`config.mk`:
```
export PLATFORM = sky130hd
export DESIGN_NAME = lps_sequencer
export DESIGN_NICKNAME = d
export VERILOG_FILES = /design/src/lps_pkg.sv /design/src/lps_sync.sv /design/src/lps_sequencer.sv
export SDC_FILE = /design/constraint.sdc
export NUM_CORES = 1
export LEC_CHECK = 0
export BUFFER_PORTS_ARGS = -buffer_cell sky130_fd_sc_hd__buf_2
export CORE_UTILIZATION = 54
export DETAILED_ROUTE_END_ITERATION = 7
export PLACE_DENSITY = 0.83
export SLEW_MARGIN = 25
export SYNTH_ARGS = -nofsm -noshare
export SYNTH_HDL_FRONTEND = slang
export SYNTH_HIERARCHICAL = 1
export SYNTH_SLANG_ARGS = --single-unit
```
`constraint.sdc`:
```
create_clock -name clk -period 2 [get_ports clk]
set_input_delay 0.1 -clock clk [delete_from_list [all_inputs] [get_ports clk]]
set_output_delay 0.1 -clock clk [all_outputs]
set_load 0.005 [all_outputs]
```
`src/lps_pkg.sv`:
```
package lps_pkg;

    // clock
    localparam int unsigned CLK_KHZ = 40000;

    // register byte offsets
    localparam logic [7:0] CTRL_OFS   = 8'h00;
    localparam logic [7:0] STATUS_OFS = 8'h04;
    localparam logic [7:0] EVENT_OFS  = 8'h08;

    // control fields
    localparam int unsigned CTRL_RUN_BIT = 0;
    localparam logic [31:0] CTRL_RESET   = 32'h0000_0001;

    // event and status bit positions
    localparam int unsigned EV_UV    = 0;
    localparam int unsigned EV_PEAK  = 1;
    localparam int unsigned EV_MAXON = 2;
    localparam int unsigned EV_SHORT = 3;
    localparam int unsigned EV_OVP   = 4;
    localparam int unsigned EV_HEAT  = 5;
    localparam int unsigned EV_MAINS = 6;
    localparam int unsigned EV_W     = 7;
    localparam int unsigned ST_GATE  = 8;
    localparam int unsigned ST_HV    = 9;
    localparam int unsigned ST_STBY  = 10;
    localparam int unsigned ST_TMR   = 11;

    // times as printed, ns or ms
    localparam int unsigned LEB_NS        = 600;
    localparam int unsigned MAXON_NS      = 14400;
    localparam int unsigned OFF_LIMIT_NS  = 20000;
    localparam int unsigned BACKOFF_MS    = 1000;
    localparam int unsigned SH_BACKOFF_MS = 9000;
    localparam int unsigned SH_DET_MS     = 50;
    localparam int unsigned MAINS_LOSS_MS = 50;

    // cycle counts: least times round up, longest round down
    localparam logic [15:0] LEB_CYC =
        16'((LEB_NS * CLK_KHZ + 999_999) / 1_000_000);
    localparam logic [15:0] MAXON_CYC =
        16'((MAXON_NS * CLK_KHZ) / 1_000_000);
    localparam logic [15:0] OFF_LIMIT_CYC =
        16'((OFF_LIMIT_NS * CLK_KHZ) / 1_000_000);
    localparam logic [31:0] BACKOFF_CYC    = 32'(BACKOFF_MS * CLK_KHZ);
    localparam logic [31:0] SH_BACKOFF_CYC = 32'(SH_BACKOFF_MS * CLK_KHZ);
    localparam logic [31:0] SH_DET_CYC     = 32'(SH_DET_MS * CLK_KHZ);
    localparam logic [31:0] MAINS_LOSS_CYC = 32'(MAINS_LOSS_MS * CLK_KHZ);

    // number of synchronised comparator flags
    localparam int unsigned NSYNC = 9;

    typedef enum logic [1:0] {UV_OK, UV_WAIT_START, UV_BACKOFF} lps_uv_t;
    typedef enum logic [1:0] {PH_IDLE, PH_ON, PH_SEC} lps_phase_t;
    typedef enum logic [0:0] {SH_NONE, SH_BACKOFF} lps_short_t;

endpackage

```
`src/lps_sync.sv`:
```
`timescale 1ns/1ps
module lps_sync #(
    parameter int unsigned WIDTH = 1
) (
    // clock and reset
    input  wire logic             clk,
    input  wire logic             nrst,
    // raw and filtered flags
    input  wire logic [WIDTH-1:0] din,
    output logic      [WIDTH-1:0] dout
);

    genvar i;
    generate
        for (i = 0; i < WIDTH; i++)
        begin : g_bit
            logic s1;
            logic s2;
            logic s3;
            always_ff @(posedge clk or negedge nrst)
            begin
                if (!nrst)
                begin
                    s1      <= 1'b0;
                    s2      <= 1'b0;
                    s3      <= 1'b0;
                    dout[i] <= 1'b0;
                end
                else
                begin
                    s1 <= din[i];
                    s2 <= s1;
                    s3 <= s2;
                    // a change counts only once two late stages agree
                    if (s2 == s3)
                        dout[i] <= s3;
                end
            end
        end
    endgenerate

endmodule

```
`src/lps_sequencer.sv`:
```
`timescale 1ns/1ps
module lps_sequencer #(
    parameter logic [31:0] BACKOFF_CYC    = lps_pkg::BACKOFF_CYC,
    parameter logic [31:0] SH_BACKOFF_CYC = lps_pkg::SH_BACKOFF_CYC,
    parameter logic [31:0] SH_DET_CYC     = lps_pkg::SH_DET_CYC,
    parameter logic [31:0] MAINS_LOSS_CYC = lps_pkg::MAINS_LOSS_CYC
) (
    // clock and reset
    input  wire logic        clk,
    input  wire logic        nrst,
    // apb slave
    input  wire logic        psel,
    input  wire logic        penable,
    input  wire logic        pwrite,
    input  wire logic [7:0]  paddr,
    input  wire logic [31:0] pwdata,
    output logic      [31:0] prdata,
    output logic             pready,
    output logic             pslverr,
    // regulation loop
    input  wire logic        switch_request,
    // analog comparator flags, asynchronous
    input  wire logic        supply_stop_level,
    input  wire logic        supply_start_level,
    input  wire logic        supply_low_level,
    input  wire logic        supply_over_level,
    input  wire logic        current_sense_input,
    input  wire logic        valley_detect,
    input  wire logic        heat_trip_level,
    input  wire logic        heat_release_level,
    input  wire logic        mains_sense_input,
    // drive and supply control
    output logic             gate_drive_out,
    output logic             hv_source_en,
    output logic             standby_out
);

    logic [lps_pkg::NSYNC-1:0] raw_in;
    logic [lps_pkg::NSYNC-1:0] flt;
    logic stop_f;
    logic start_f;
    logic low_f;
    logic over_f;
    logic peak_f;
    logic valley_f;
    logic trip_f;
    logic release_f;
    logic mains_f;

    assign raw_in = {mains_sense_input, heat_release_level, heat_trip_level,
                     valley_detect, current_sense_input, supply_over_level,
                     supply_low_level, supply_start_level, supply_stop_level};

    lps_sync #(
        .WIDTH (lps_pkg::NSYNC)
    ) u_sync (
        .clk  (clk),
        .nrst (nrst),
        .din  (raw_in),
        .dout (flt)
    );

    assign stop_f    = flt[0];
    assign start_f   = flt[1];
    assign low_f     = flt[2];
    assign over_f    = flt[3];
    assign peak_f    = flt[4];
    assign valley_f  = flt[5];
    assign trip_f    = flt[6];
    assign release_f = flt[7];
    assign mains_f   = flt[8];

    lps_pkg::lps_uv_t    uv_state;
    lps_pkg::lps_phase_t phase;
    lps_pkg::lps_phase_t next_phase;
    lps_pkg::lps_short_t sh_state;
    logic [31:0] uv_cnt;
    logic [31:0] sh_cnt;
    logic [31:0] sh_back_cnt;
    logic [31:0] mains_cnt;
    logic [15:0] on_cnt;
    logic [15:0] off_cnt;
    logic        sh_run;
    logic        ovp_latch;
    logic        heat_stop;
    logic        mains_stop;
    logic        mains_d;
    logic        run_enable;
    logic [lps_pkg::EV_W-1:0] events;
    logic [lps_pkg::EV_W-1:0] ev_set;
    logic [lps_pkg::EV_W-1:0] ev_clr;

    logic any_stop;
    logic leb_done;
    logic peak_hit;
    logic maxon_hit;
    logic off_timeout;
    logic valley_ok;
    logic sh_trip;
    logic crossing;
    logic mains_trip;
    logic uv_enter;

    // undervoltage lockout with back-off
    assign uv_enter = stop_f && (uv_state == lps_pkg::UV_OK);

    always_ff @(posedge clk or negedge nrst)
    begin
        if (!nrst)
        begin
            uv_state <= lps_pkg::UV_OK;
            uv_cnt   <= 32'h0000_0000;
        end
        else
        begin
            case (uv_state)
                lps_pkg::UV_OK:
                begin
                    if (stop_f)
                        uv_state <= lps_pkg::UV_WAIT_START;
                end
                lps_pkg::UV_WAIT_START:
                begin
                    uv_cnt <= 32'h0000_0000;
                    if (!stop_f && start_f)
                        uv_state <= lps_pkg::UV_BACKOFF;
                end
                lps_pkg::UV_BACKOFF:
                begin
                    if (stop_f)
                        uv_state <= lps_pkg::UV_WAIT_START;
                    else if (uv_cnt >= BACKOFF_CYC - 32'h0000_0001)
                        uv_state <= lps_pkg::UV_OK;
                    else
                        uv_cnt <= uv_cnt + 32'h0000_0001;
                end
                default: uv_state <= lps_pkg::UV_OK;
            endcase
        end
    end

    // switching cycle
    assign leb_done  = on_cnt >= lps_pkg::LEB_CYC;
    assign peak_hit  = leb_done && peak_f;
    assign maxon_hit = on_cnt >= lps_pkg::MAXON_CYC - 16'h0001;
    assign valley_ok = (phase == lps_pkg::PH_SEC) && valley_f;
    assign off_timeout = (phase == lps_pkg::PH_SEC) && !valley_f
        && (off_cnt == lps_pkg::OFF_LIMIT_CYC - 16'h0001);

    always_comb
    begin
        next_phase = phase;
        case (phase)
            lps_pkg::PH_IDLE:
            begin
                if (switch_request && !any_stop)
                    next_phase = lps_pkg::PH_ON;
            end
            lps_pkg::PH_ON:
            begin
                if (any_stop || peak_hit || maxon_hit)
                    next_phase = lps_pkg::PH_SEC;
            end
            lps_pkg::PH_SEC:
            begin
                if (valley_f || off_timeout || any_stop)
                    next_phase = lps_pkg::PH_IDLE;
            end
            default: next_phase = lps_pkg::PH_IDLE;
        endcase
    end

    always_ff @(posedge clk or negedge nrst)
    begin
        if (!nrst)
        begin
            phase          <= lps_pkg::PH_IDLE;
            gate_drive_out <= 1'b0;
        end
        else
        begin
            phase          <= next_phase;
            gate_drive_out <= next_phase == lps_pkg::PH_ON;
        end
    end

    always_ff @(posedge clk or negedge nrst)
    begin
        if (!nrst)
        begin
            on_cnt  <= 16'h0000;
            off_cnt <= 16'h0000;
        end
        else
        begin
            if (next_phase == lps_pkg::PH_ON && phase == lps_pkg::PH_ON)
                on_cnt <= on_cnt + 16'h0001;
            else
                on_cnt <= 16'h0000;
            if (next_phase == lps_pkg::PH_SEC && phase == lps_pkg::PH_SEC)
                off_cnt <= off_cnt + 16'h0001;
            else
                off_cnt <= 16'h0000;
        end
    end

    // output short guard
    assign sh_trip = sh_run && !valley_ok
        && (sh_cnt >= SH_DET_CYC - 32'h0000_0001);

    always_ff @(posedge clk or negedge nrst)
    begin
        if (!nrst)
        begin
            sh_run <= 1'b0;
            sh_cnt <= 32'h0000_0000;
        end
        else
        begin
            if (valley_ok || sh_trip)
            begin
                // expiry ends the timer too, else it would retrip at once
                sh_run <= 1'b0;
                sh_cnt <= 32'h0000_0000;
            end
            else if (sh_run)
                sh_cnt <= sh_cnt + 32'h0000_0001;
            else if (off_timeout)
                sh_run <= 1'b1;
        end
    end

    always_ff @(posedge clk or negedge nrst)
    begin
        if (!nrst)
        begin
            sh_state    <= lps_pkg::SH_NONE;
            sh_back_cnt <= 32'h0000_0000;
        end
        else
        begin
            case (sh_state)
                lps_pkg::SH_NONE:
                begin
                    sh_back_cnt <= 32'h0000_0000;
                    if (sh_trip)
                        sh_state <= lps_pkg::SH_BACKOFF;
                end
                lps_pkg::SH_BACKOFF:
                begin
                    if (sh_back_cnt >= SH_BACKOFF_CYC - 32'h0000_0001)
                        sh_state <= lps_pkg::SH_NONE;
                    else
                        sh_back_cnt <= sh_back_cnt + 32'h0000_0001;
                end
                default: sh_state <= lps_pkg::SH_NONE;
            endcase
        end
    end

    // overvoltage latch: only a power-off reset clears it
    always_ff @(posedge clk or negedge nrst)
    begin
        if (!nrst)
            ovp_latch <= 1'b0;
        else if (over_f)
            ovp_latch <= 1'b1;
    end

    // overtemperature, self-clearing
    always_ff @(posedge clk or negedge nrst)
    begin
        if (!nrst)
            heat_stop <= 1'b0;
        else if (trip_f)
            heat_stop <= 1'b1;
        else if (release_f)
            heat_stop <= 1'b0;
    end

    // mains loss: any edge of the sense flag is a crossing
    assign crossing   = mains_f ^ mains_d;
    assign mains_trip = !crossing
        && (mains_cnt >= MAINS_LOSS_CYC - 32'h0000_0001);

    always_ff @(posedge clk or negedge nrst)
    begin
        if (!nrst)
        begin
            mains_d    <= 1'b0;
            mains_cnt  <= 32'h0000_0000;
            mains_stop <= 1'b0;
        end
        else
        begin
            mains_d <= mains_f;
            if (crossing)
            begin
                mains_cnt  <= 32'h0000_0000;
                mains_stop <= 1'b0;
            end
            else if (mains_trip)
                mains_stop <= 1'b1;
            else
                mains_cnt <= mains_cnt + 32'h0000_0001;
        end
    end

    assign any_stop = (uv_state != lps_pkg::UV_OK)
        || (sh_state != lps_pkg::SH_NONE) || ovp_latch || heat_stop
        || mains_stop || !run_enable;

    always_ff @(posedge clk or negedge nrst)
    begin
        if (!nrst)
        begin
            hv_source_en <= 1'b0;
            standby_out  <= 1'b0;
        end
        else
        begin
            hv_source_en <= (uv_state != lps_pkg::UV_OK) || low_f;
            standby_out  <= any_stop;
        end
    end

    // apb: zero wait states, read data caught in the setup cycle
    logic access;
    logic setup;
    logic mapped;

    assign setup   = psel && !penable;
    assign access  = psel && penable;
    assign mapped  = (paddr == lps_pkg::CTRL_OFS)
        || (paddr == lps_pkg::STATUS_OFS) || (paddr == lps_pkg::EVENT_OFS);
    assign pready  = access;
    assign pslverr = access && !mapped;

    always_ff @(posedge clk or negedge nrst)
    begin
        if (!nrst)
            run_enable <= lps_pkg::CTRL_RESET[lps_pkg::CTRL_RUN_BIT];
        else if (access && pwrite && paddr == lps_pkg::CTRL_OFS)
            run_enable <= pwdata[lps_pkg::CTRL_RUN_BIT];
    end

    // sticky event log; a new event beats a clear in the same cycle
    assign ev_set = {mains_trip, trip_f && !heat_stop, over_f && !ovp_latch,
                     sh_trip, maxon_hit && phase == lps_pkg::PH_ON,
                     peak_hit && phase == lps_pkg::PH_ON, uv_enter};
    assign ev_clr = (access && pwrite && paddr == lps_pkg::EVENT_OFS)
        ? pwdata[lps_pkg::EV_W-1:0] : '0;

    always_ff @(posedge clk or negedge nrst)
    begin
        if (!nrst)
            events <= '0;
        else
            events <= (events & ~ev_clr) | ev_set;
    end

    logic [31:0] status_word;

    always_comb
    begin
        status_word = 32'h0000_0000;
        status_word[lps_pkg::EV_UV]    = uv_state != lps_pkg::UV_OK;
        status_word[lps_pkg::EV_SHORT] = sh_state != lps_pkg::SH_NONE;
        status_word[lps_pkg::EV_OVP]   = ovp_latch;
        status_word[lps_pkg::EV_HEAT]  = heat_stop;
        status_word[lps_pkg::EV_MAINS] = mains_stop;
        status_word[lps_pkg::ST_GATE]  = gate_drive_out;
        status_word[lps_pkg::ST_HV]    = hv_source_en;
        status_word[lps_pkg::ST_STBY]  = any_stop;
        status_word[lps_pkg::ST_TMR]   = sh_run;
    end

    always_ff @(posedge clk or negedge nrst)
    begin
        if (!nrst)
            prdata <= 32'h0000_0000;
        else if (setup && !pwrite)
        begin
            case (paddr)
                lps_pkg::CTRL_OFS:
                    prdata <= {31'h0000_0000, run_enable};
                lps_pkg::STATUS_OFS:
                    prdata <= status_word;
                lps_pkg::EVENT_OFS:
                    prdata <= {25'h000_0000, events};
                default: prdata <= 32'h0000_0000;
            endcase
        end
    end

endmodule

```
==> flow_metrics.py, run 1 <==
metrics = {
    "logic_synthesis": {
        "synthCells": 1008,
        "yosys.cell_types.count": 60,
        "synth-async-reset-ratio_pct": 100.0,
        "syn_avg_cell_area_sq_um": 10.31,
        "synth_edf_count": 0,
        "yosys_warnings": 6,
        "synthesis.area_sq_um": 10390,
        "yosysSeqAreaShare_pct": 54.94,
        "synth.ff_latch_count": 228,
        "synth_flop_cell": "dfrtp_1",
    },
    "cells_and_area": {
        "syn2layout_area_growth_pct": 33.56,
        "final_area_sq_um": 13870,
        "utilization_pct": 73.92,
        "drive_gt1_share_pct": 28.70,
        "fin_nets": 1259,
        "n_antenna_cell": 0,
    },
    "placed_design": {
        "hpwl_um": 14530,
        "dpl_cell_area_sq_um": 11530,
        "portBuffers": 45,
        "place.gp.congestion": 0.8518,
    },
    "timing": {
        "clock_skew_ns": 0.01985,
        "rsz0062_at_grt": "yes",
        "setup-tns-final_ns": -12.55,
        "finalWorstSetupSlack_ns": -0.3505,
        "drv_slew": 0,
        "period_share_pct": 117.5,
        "timing.hold.ws_ns": 0.01436,
        "period_needed_ns": 2.351,
        "finalHoldViolations": 0,
        "fmax_ghz": 0.4254,
        "final-setup-viol-count": 101,
    },
    "status": {
        "violations": "negative setup slack",
        "outcome": "finished, violations left",
    },
    "route": {
        "vias": 8723,
        "route.detailed.drc": 0,
        "drt_iter0_markers": 723,
        "wl_um": 28460,
        "drt-pass1-iter-count": 5,
        "wire_per_inst_um": 19.63,
        "routed_via_density": 6.016,
        "antenna_left": 0,
    },
    "grt": {
        "antenna_found_initial": 0,
        "gr-total-overflow": 0,
        "grt_pass1_vias": 8248,
        "grt_max_degree": 62,
        "track_usage_pct": 24.66,
        "grt_pass1_wl_um": 40010,
    },
    "floorplanning": {
        "io_pins": 92,
        "core_sq_um": 18770,
        "start_util_pct": 55.35,
        "die_h_um": 140.7,
        "row_count": 50,
        "die_w_um": 140.7,
        "dieArea_sq_um": 19800,
    },
    "clock_tree": {
        "clkTransAtPathRegs_ns": 0.06,
        "cts_root_buf": "clkbuf_16",
        "clock_latency_ns": 0.54,
        "numClockSinks": 228,
        "cts_max_path_buffers": 3,
        "cts_tree": "built",
        "cts_buffers": 25,
        "htreeDepth": 1,
    },
    "run": {
        "drv_cap": 0,
    },
    "worst_hold_path": {
        "min_path_type": "input pin to flip-flop",
    },
    "setup_path": {
        "crit_type": "flip-flop to flip-flop",
        "required_ns": 2.44,
        "slowest_stage": "nor4bb_1",
        "cp-end-kind": "flip-flop",
        "path_cells": "nor4bb_1 -> nand4b_1 -> buf_4 -> o31ai_4 -> buf_12 -> buf_6 -> nor2_4 -> nand3_1 -> mux2i_1",
        "cp.arrival_ns": 2.80,
        "crit_fanout": 8,
        "critPathLaunchType": "flip-flop",
        "max_stage_delay_ns": 0.47,
    },
    "pwr": {
        "p_per_area_nw_per_um2": 739.1,
        "power_w": 0.01025,
        "power_leakage_nw": 6.499,
        "ir_worst_vdd_uv": 620.0,
    },
}
-- path summary, 6_finish.rpt --
check,startpoint,slack (ns),cells past startpoint,end
min reg2reg,u_sync/g_bit[2].s1,0.35,0,u_sync/g_bit[2].s2
min in group asynchronous,nrst,0.08,2,off_cnt[14]
max,sh_back_cnt[19],-0.35,9,sh_back_cnt[27]
max reg2reg,sh_back_cnt[19],-0.35,9,sh_back_cnt[27]
max in group asynchronous,nrst,1.15,3,run_enable
min,paddr[2],0.01,4,prdata[0]
-- routing by layer --
| layer | wire length [um] | global-route usage (%) | share of wire (%) | vias to the layer above |
|---|---|---|---|---|
| met3 | 1744 | 3.702 | 6.1 | 105 |
| met5 | 0 | 0 | 0 | - |
| met4 | 1035 | 6.751 | 3.6 | 0 |
| met2 | 14630 | 41.74 | 51 | 382 |
| li1 | - | - | - | 3844 |
| met1 | 11050 | 33.27 | 39 | 4392 |
-- placed cells by master (no fill, tap or decap), drive strengths merged, types with 6 or more instances in the layout --
cell / Yosys / final
a21oi: 19 / 19
a22o: 6 / 6
a31oi: 6 / 6
and2: 53 / 54
and3: 29 / 29
and4: 10 / 10
buf: 23 / 167
clkbuf: 30 / 37
conb: 1 / 27
dfrtp: 227 / 227
dlygate4sd3: 0 / 20
ha: 7 / 7
inv: 15 / 16
maj3: 9 / 9
mux2i: 11 / 11
nand2: 96 / 96
nand2b: 10 / 10
nand3: 64 / 64
nand4: 26 / 26
nor2: 108 / 108
nor2b: 6 / 6
nor3: 31 / 31
nor4: 15 / 15
o211ai: 9 / 9
o21ai: 24 / 24
o31ai: 16 / 16
or3: 7 / 7
or4: 8 / 8
xnor2: 22 / 22
xor2: 67 / 67
-- final cells by class --
cell class,count,area [sq um]
repair buffers,188,1600
clock buffers,36,696.9
clock inverters,10,165.2
fillers,1039,4895
well taps,234,292.8
inverters,15,56.30
flip-flops and latches,228,5708
multi-input cells,739,5354
-- timing repair --
item	CTS	global route
pin swaps	26	77
hold endpoints to repair	247	0
setup endpoints to repair	68	122
gates cloned	4	2
hold buffers	20	0
setup buffers	9	16
resized for setup	49	177
-- sequential cells by signal, indices dropped and copies added, names as in the netlist, 2 cells and up --
register and cells:
mains_cnt 32, sh_back_cnt 32, sh_cnt 32, uv_cnt 32, off_cnt 16, on_cnt 16, prdata 11, u_sync/dout 9
u_sync/g_bit.s1 9, u_sync/g_bit.s2 9, u_sync/g_bit.s3 9, events 7, phase 2, uv_state 2
-- synth_stat cells (7+ instances only) --
cell type    n  share of area (%)
dfrtp_1    227                 55
nor2_1     107                3.9
nand2_1     95                3.4
xor2_1      67                5.6
nand3_1     64                3.1
and2_1      53                3.2
nor3_1      31                1.5
clkbuf_1    30                1.1
and3_1      29                1.7
nand4_1     26                1.6
o21ai_0     23                1.1
buf_4       22                1.6
xnor2_1     22                1.9
a21oi_1     19               0.92
o31ai_1     16                1.2
inv_1       15               0.54
nor4_1      14               0.84
mux2i_1     11                1.1
and4_1      10               0.84
nand2b_1    10               0.60
maj3_2       9               0.98
o211ai_1     9               0.65
ha_1         7               0.84
or3_1        7               0.42
or4_1        7               0.51
-- logic make-up after synthesis --
logic type,Yosys count,synth area share (%)
compound gates,110,7.203
buf+inv,68,3.264
other cells,1,0.03610
xor+xnor,89,7.504
flops,228,54.94
fa+ha+maj,16,1.819
mux,12,1.168
simple gates,484,24.07
-- worst max-delay path: cells and delay by family, from the launching register on --
| family | cells | cell delay (ns) |
|---|---|---|
| AO/OA/AOI/OAI | 1 | 0.22 |
| multiplexers | 1 | 0.27 |
| buffers and inverters | 3 | 0.52 |
| flip-flops | 1 | 0.40 |
| AND/OR/NAND/NOR | 4 | 0.83 |
-- metrics by stage --
step	setup WS [ns]	cells
final	-0.3505	1450
after global routing	-0.3833	1450
after CTS	-0.1732	1433
after detailed placement	-0.2370	1355
after global placement	-0.3930	1355
after floorplan	-0.05772	1034
-- power by group --
group	switching (W)	total, W	internal, W
Combinational	0.000385	0.000627	0.000242
Sequential	0.0000722	0.00478	0.00471
Clock	0.00190	0.00485	0.00295
No activity file was read; power rests on OpenSTA's default activity.
==> run 2, diff against run 1 <==
PLACE_DENSITY = 0.76   (was 0.83)
==> flow_metrics.py, run 2 (synthesis gave the netlist of run 1 again) <==
metrics = {
    "grt": {
        "gr-usage-met3_pct": 3.397,
        "globalRouteMet1Util_pct": 33.22,
        "grt_max_degree": 61,
        "antenna_found_initial": 0,
        "grt_pass1_vias": 7891,
        "use_met2_pct": 38.33,
        "busiest_layer": "met2",
        "grt_pass1_wl_um": 38340,
        "track_usage_pct": 23.74,
        "gr-total-overflow": 0,
    },
    "clock_tree": {
        "cts_max_path_buffers": 3,
        "clkTransAtPathRegs_ns": 0.06,
        "cts_tree": "built",
        "cts_buffers": 25,
        "numClockSinks": 228,
        "htreeDepth": 1,
        "cts_root_buf": "clkbuf_16",
        "clock_latency_ns": 0.52,
    },
    "cells_and_area": {
        "nFillCells": 1267,
        "most-common-layout-cells": "226 x dfrtp_1, 97 x buf_4, 91 x nand2_1",
        "syn2layout_area_growth_pct": 30.50,
        "final_area_sq_um": 13560,
        "n_antenna_cell": 0,
        "utilization_pct": 72.23,
        "drive_gt1_share_pct": 27.86,
        "fin_cells": 1451,
        "layout_commonest_cell": "dfrtp_1",
        "fin_nets": 1261,
    },
    "timing": {
        "max_slew.worst_pin.slew_ns": 0.5178,
        "maxSlewHeadroom_pct": 65.48,
        "fmax_ghz": 0.4615,
        "finalWorstSetupSlack_ns": -0.1671,
        "timing.hold.ws_ns": 0.01053,
        "period_needed_ns": 2.167,
        "clock_skew_ns": 0.01049,
        "rsz0062_at_grt": "yes",
        "finalHoldViolations": 0,
        "period_share_pct": 108.4,
        "drv_slew": 0,
        "final-setup-viol-count": 94,
    },
    "floorplanning": {
        "die_w_um": 140.7,
        "core_sq_um": 18770,
        "start_util_pct": 55.35,
        "io_pins": 92,
        "dieArea_sq_um": 19800,
        "die_h_um": 140.7,
        "row_count": 50,
    },
    "placed_design": {
        "place.gp.congestion": 0.8275,
        "dp_cells": 1359,
        "hpwl_um": 14850,
        "portBuffers": 45,
        "dpl_cell_area_sq_um": 11560,
    },
    "route": {
        "route.detailed.drc": 0,
        "antenna_left": 0,
        "vias": 8251,
        "drt_iter0_markers": 715,
        "wl_um": 25320,
        "drt-pass1-iter-count": 5,
        "routed_via_density": 5.686,
        "wire_per_inst_um": 17.45,
    },
    "pwr": {
        "clkPwrFrac_pct": 48.0,
        "ir_worst_vdd_uv": 605.0,
        "swShare_pct": 22.42,
        "switching_power_w": 0.002312,
        "power_leakage_nw": 6.335,
        "share_comb_of_total_power_pct": 5.7,
        "p_int_w": 0.008001,
        "p_seq_share_pct": 46.3,
        "p_per_area_nw_per_um2": 760.8,
        "power_w": 0.01031,
    },
    "setup_path": {
        "cp-end-kind": "flip-flop",
        "rrSetupSlack_ns": -0.17,
        "required_ns": 2.40,
        "r2r-start": "phase[0]",
        "critPathLaunchType": "flip-flop",
        "cp.arrival_ns": 2.57,
        "cp-endpoint": "off_cnt[3]",
        "crit_type": "flip-flop to flip-flop",
        "reg2regPathDepth": 7,
        "r2r-end": "off_cnt[3]",
        "worst_setup_path_startpoint": "phase[0]",
        "crit_fanout": 8,
    },
    "worst_hold_path": {
        "min_path_type": "input pin to flip-flop",
    },
    "status": {
        "outcome": "finished, violations left",
        "violations": "negative setup slack",
    },
    "run": {
        "drv_cap": 0,
    },
}
-- run 2: cell count changes in the layout (fill, tap and decap cells not counted), moves of 5 or more --
cell	change
nor2_2	+14
nor2_4	-20
buf_6	+5
nor3_4	-9
nor2_1	+6
clkbuf_1	-5
nor3_1	+6
-- run 2: per-layer routing --
metal  part of all wire, %  routed length, um
met1                    44              11020
met2                    48              12210
met3                   4.9               1245
met4                   3.4                853
met5                     0                  0
-- run 2: repair_timing --
| action | 4_1_cts | 5_1_grt |
|---|---|---|
| cloned | 2 | 5 |
| pin swaps | 20 | 54 |
| endpoints found under the setup margin | 63 | 111 |
| gates resized for setup | 35 | 145 |
| endpoints found under the hold margin | 179 | 0 |
| hold buffers | 19 | 0 |
| setup buffers | 8 | 14 |
-- run 2: how the worst min path moves through the flow --
stage                 endpoint      from  cells past startpoint
floorplan            events[0]      nrst                      0
global placement    sh_cnt[19]      nrst                      1
detailed placement  sh_cnt[19]      nrst                      1
CTS                  prdata[0]  paddr[3]                      4
global route         prdata[9]   penable                      3
finish               prdata[0]  paddr[3]                      4
-- run 2: power by group through the flow --
stage	Clock [W]	Sequential, W	Combinational [W]
2_1_floorplan	0	0.00484	0.000268
3_3_place_gp	0	0.00485	0.000514
3_5_place_dp	0	0.00486	0.000528
4_1_cts	0.00502	0.00477	0.000578
5_1_grt	0.00521	0.00478	0.000661
6_report	0.00495	0.00477	0.000591
-- run 2: layout make-up --
class / count / area, sq um / area share, %
clock buffer: 28 / 636.9 / 4.698
clock inverter: 17 / 246.5 / 1.818
inverter: 15 / 56.30 / 0.4154
multi-input combinational: 739 / 5071 / 37.41
sequential: 228 / 5708 / 42.11
tap: 234 / 292.8 / 2.160
timing repair buffer: 190 / 1544 / 11.39
-- run 2: per-stage QoR --
| stage | setup TNS [ns] | worst slack, ns |
|---|---|---|
| 2_1_floorplan | -0.8087 | -0.05772 |
| 3_5_place_dp | -5.444 | -0.3803 |
| 5_1_grt | -11.73 | -0.2331 |
| 6_report | -6.798 | -0.1671 |
| 3_3_place_gp | -4.433 | -0.3603 |
| 4_1_cts | -2.772 | -0.1281 |
-- run 2: critical path: stages, from the launching register on --
cell and delay (ns):
dfrtp_1 0.40, or3b_4 0.41, or4_1 0.40, or3_4 0.42, nand2_4 0.10, buf_12 0.11
buf_12 0.15, nor2_2 0.06
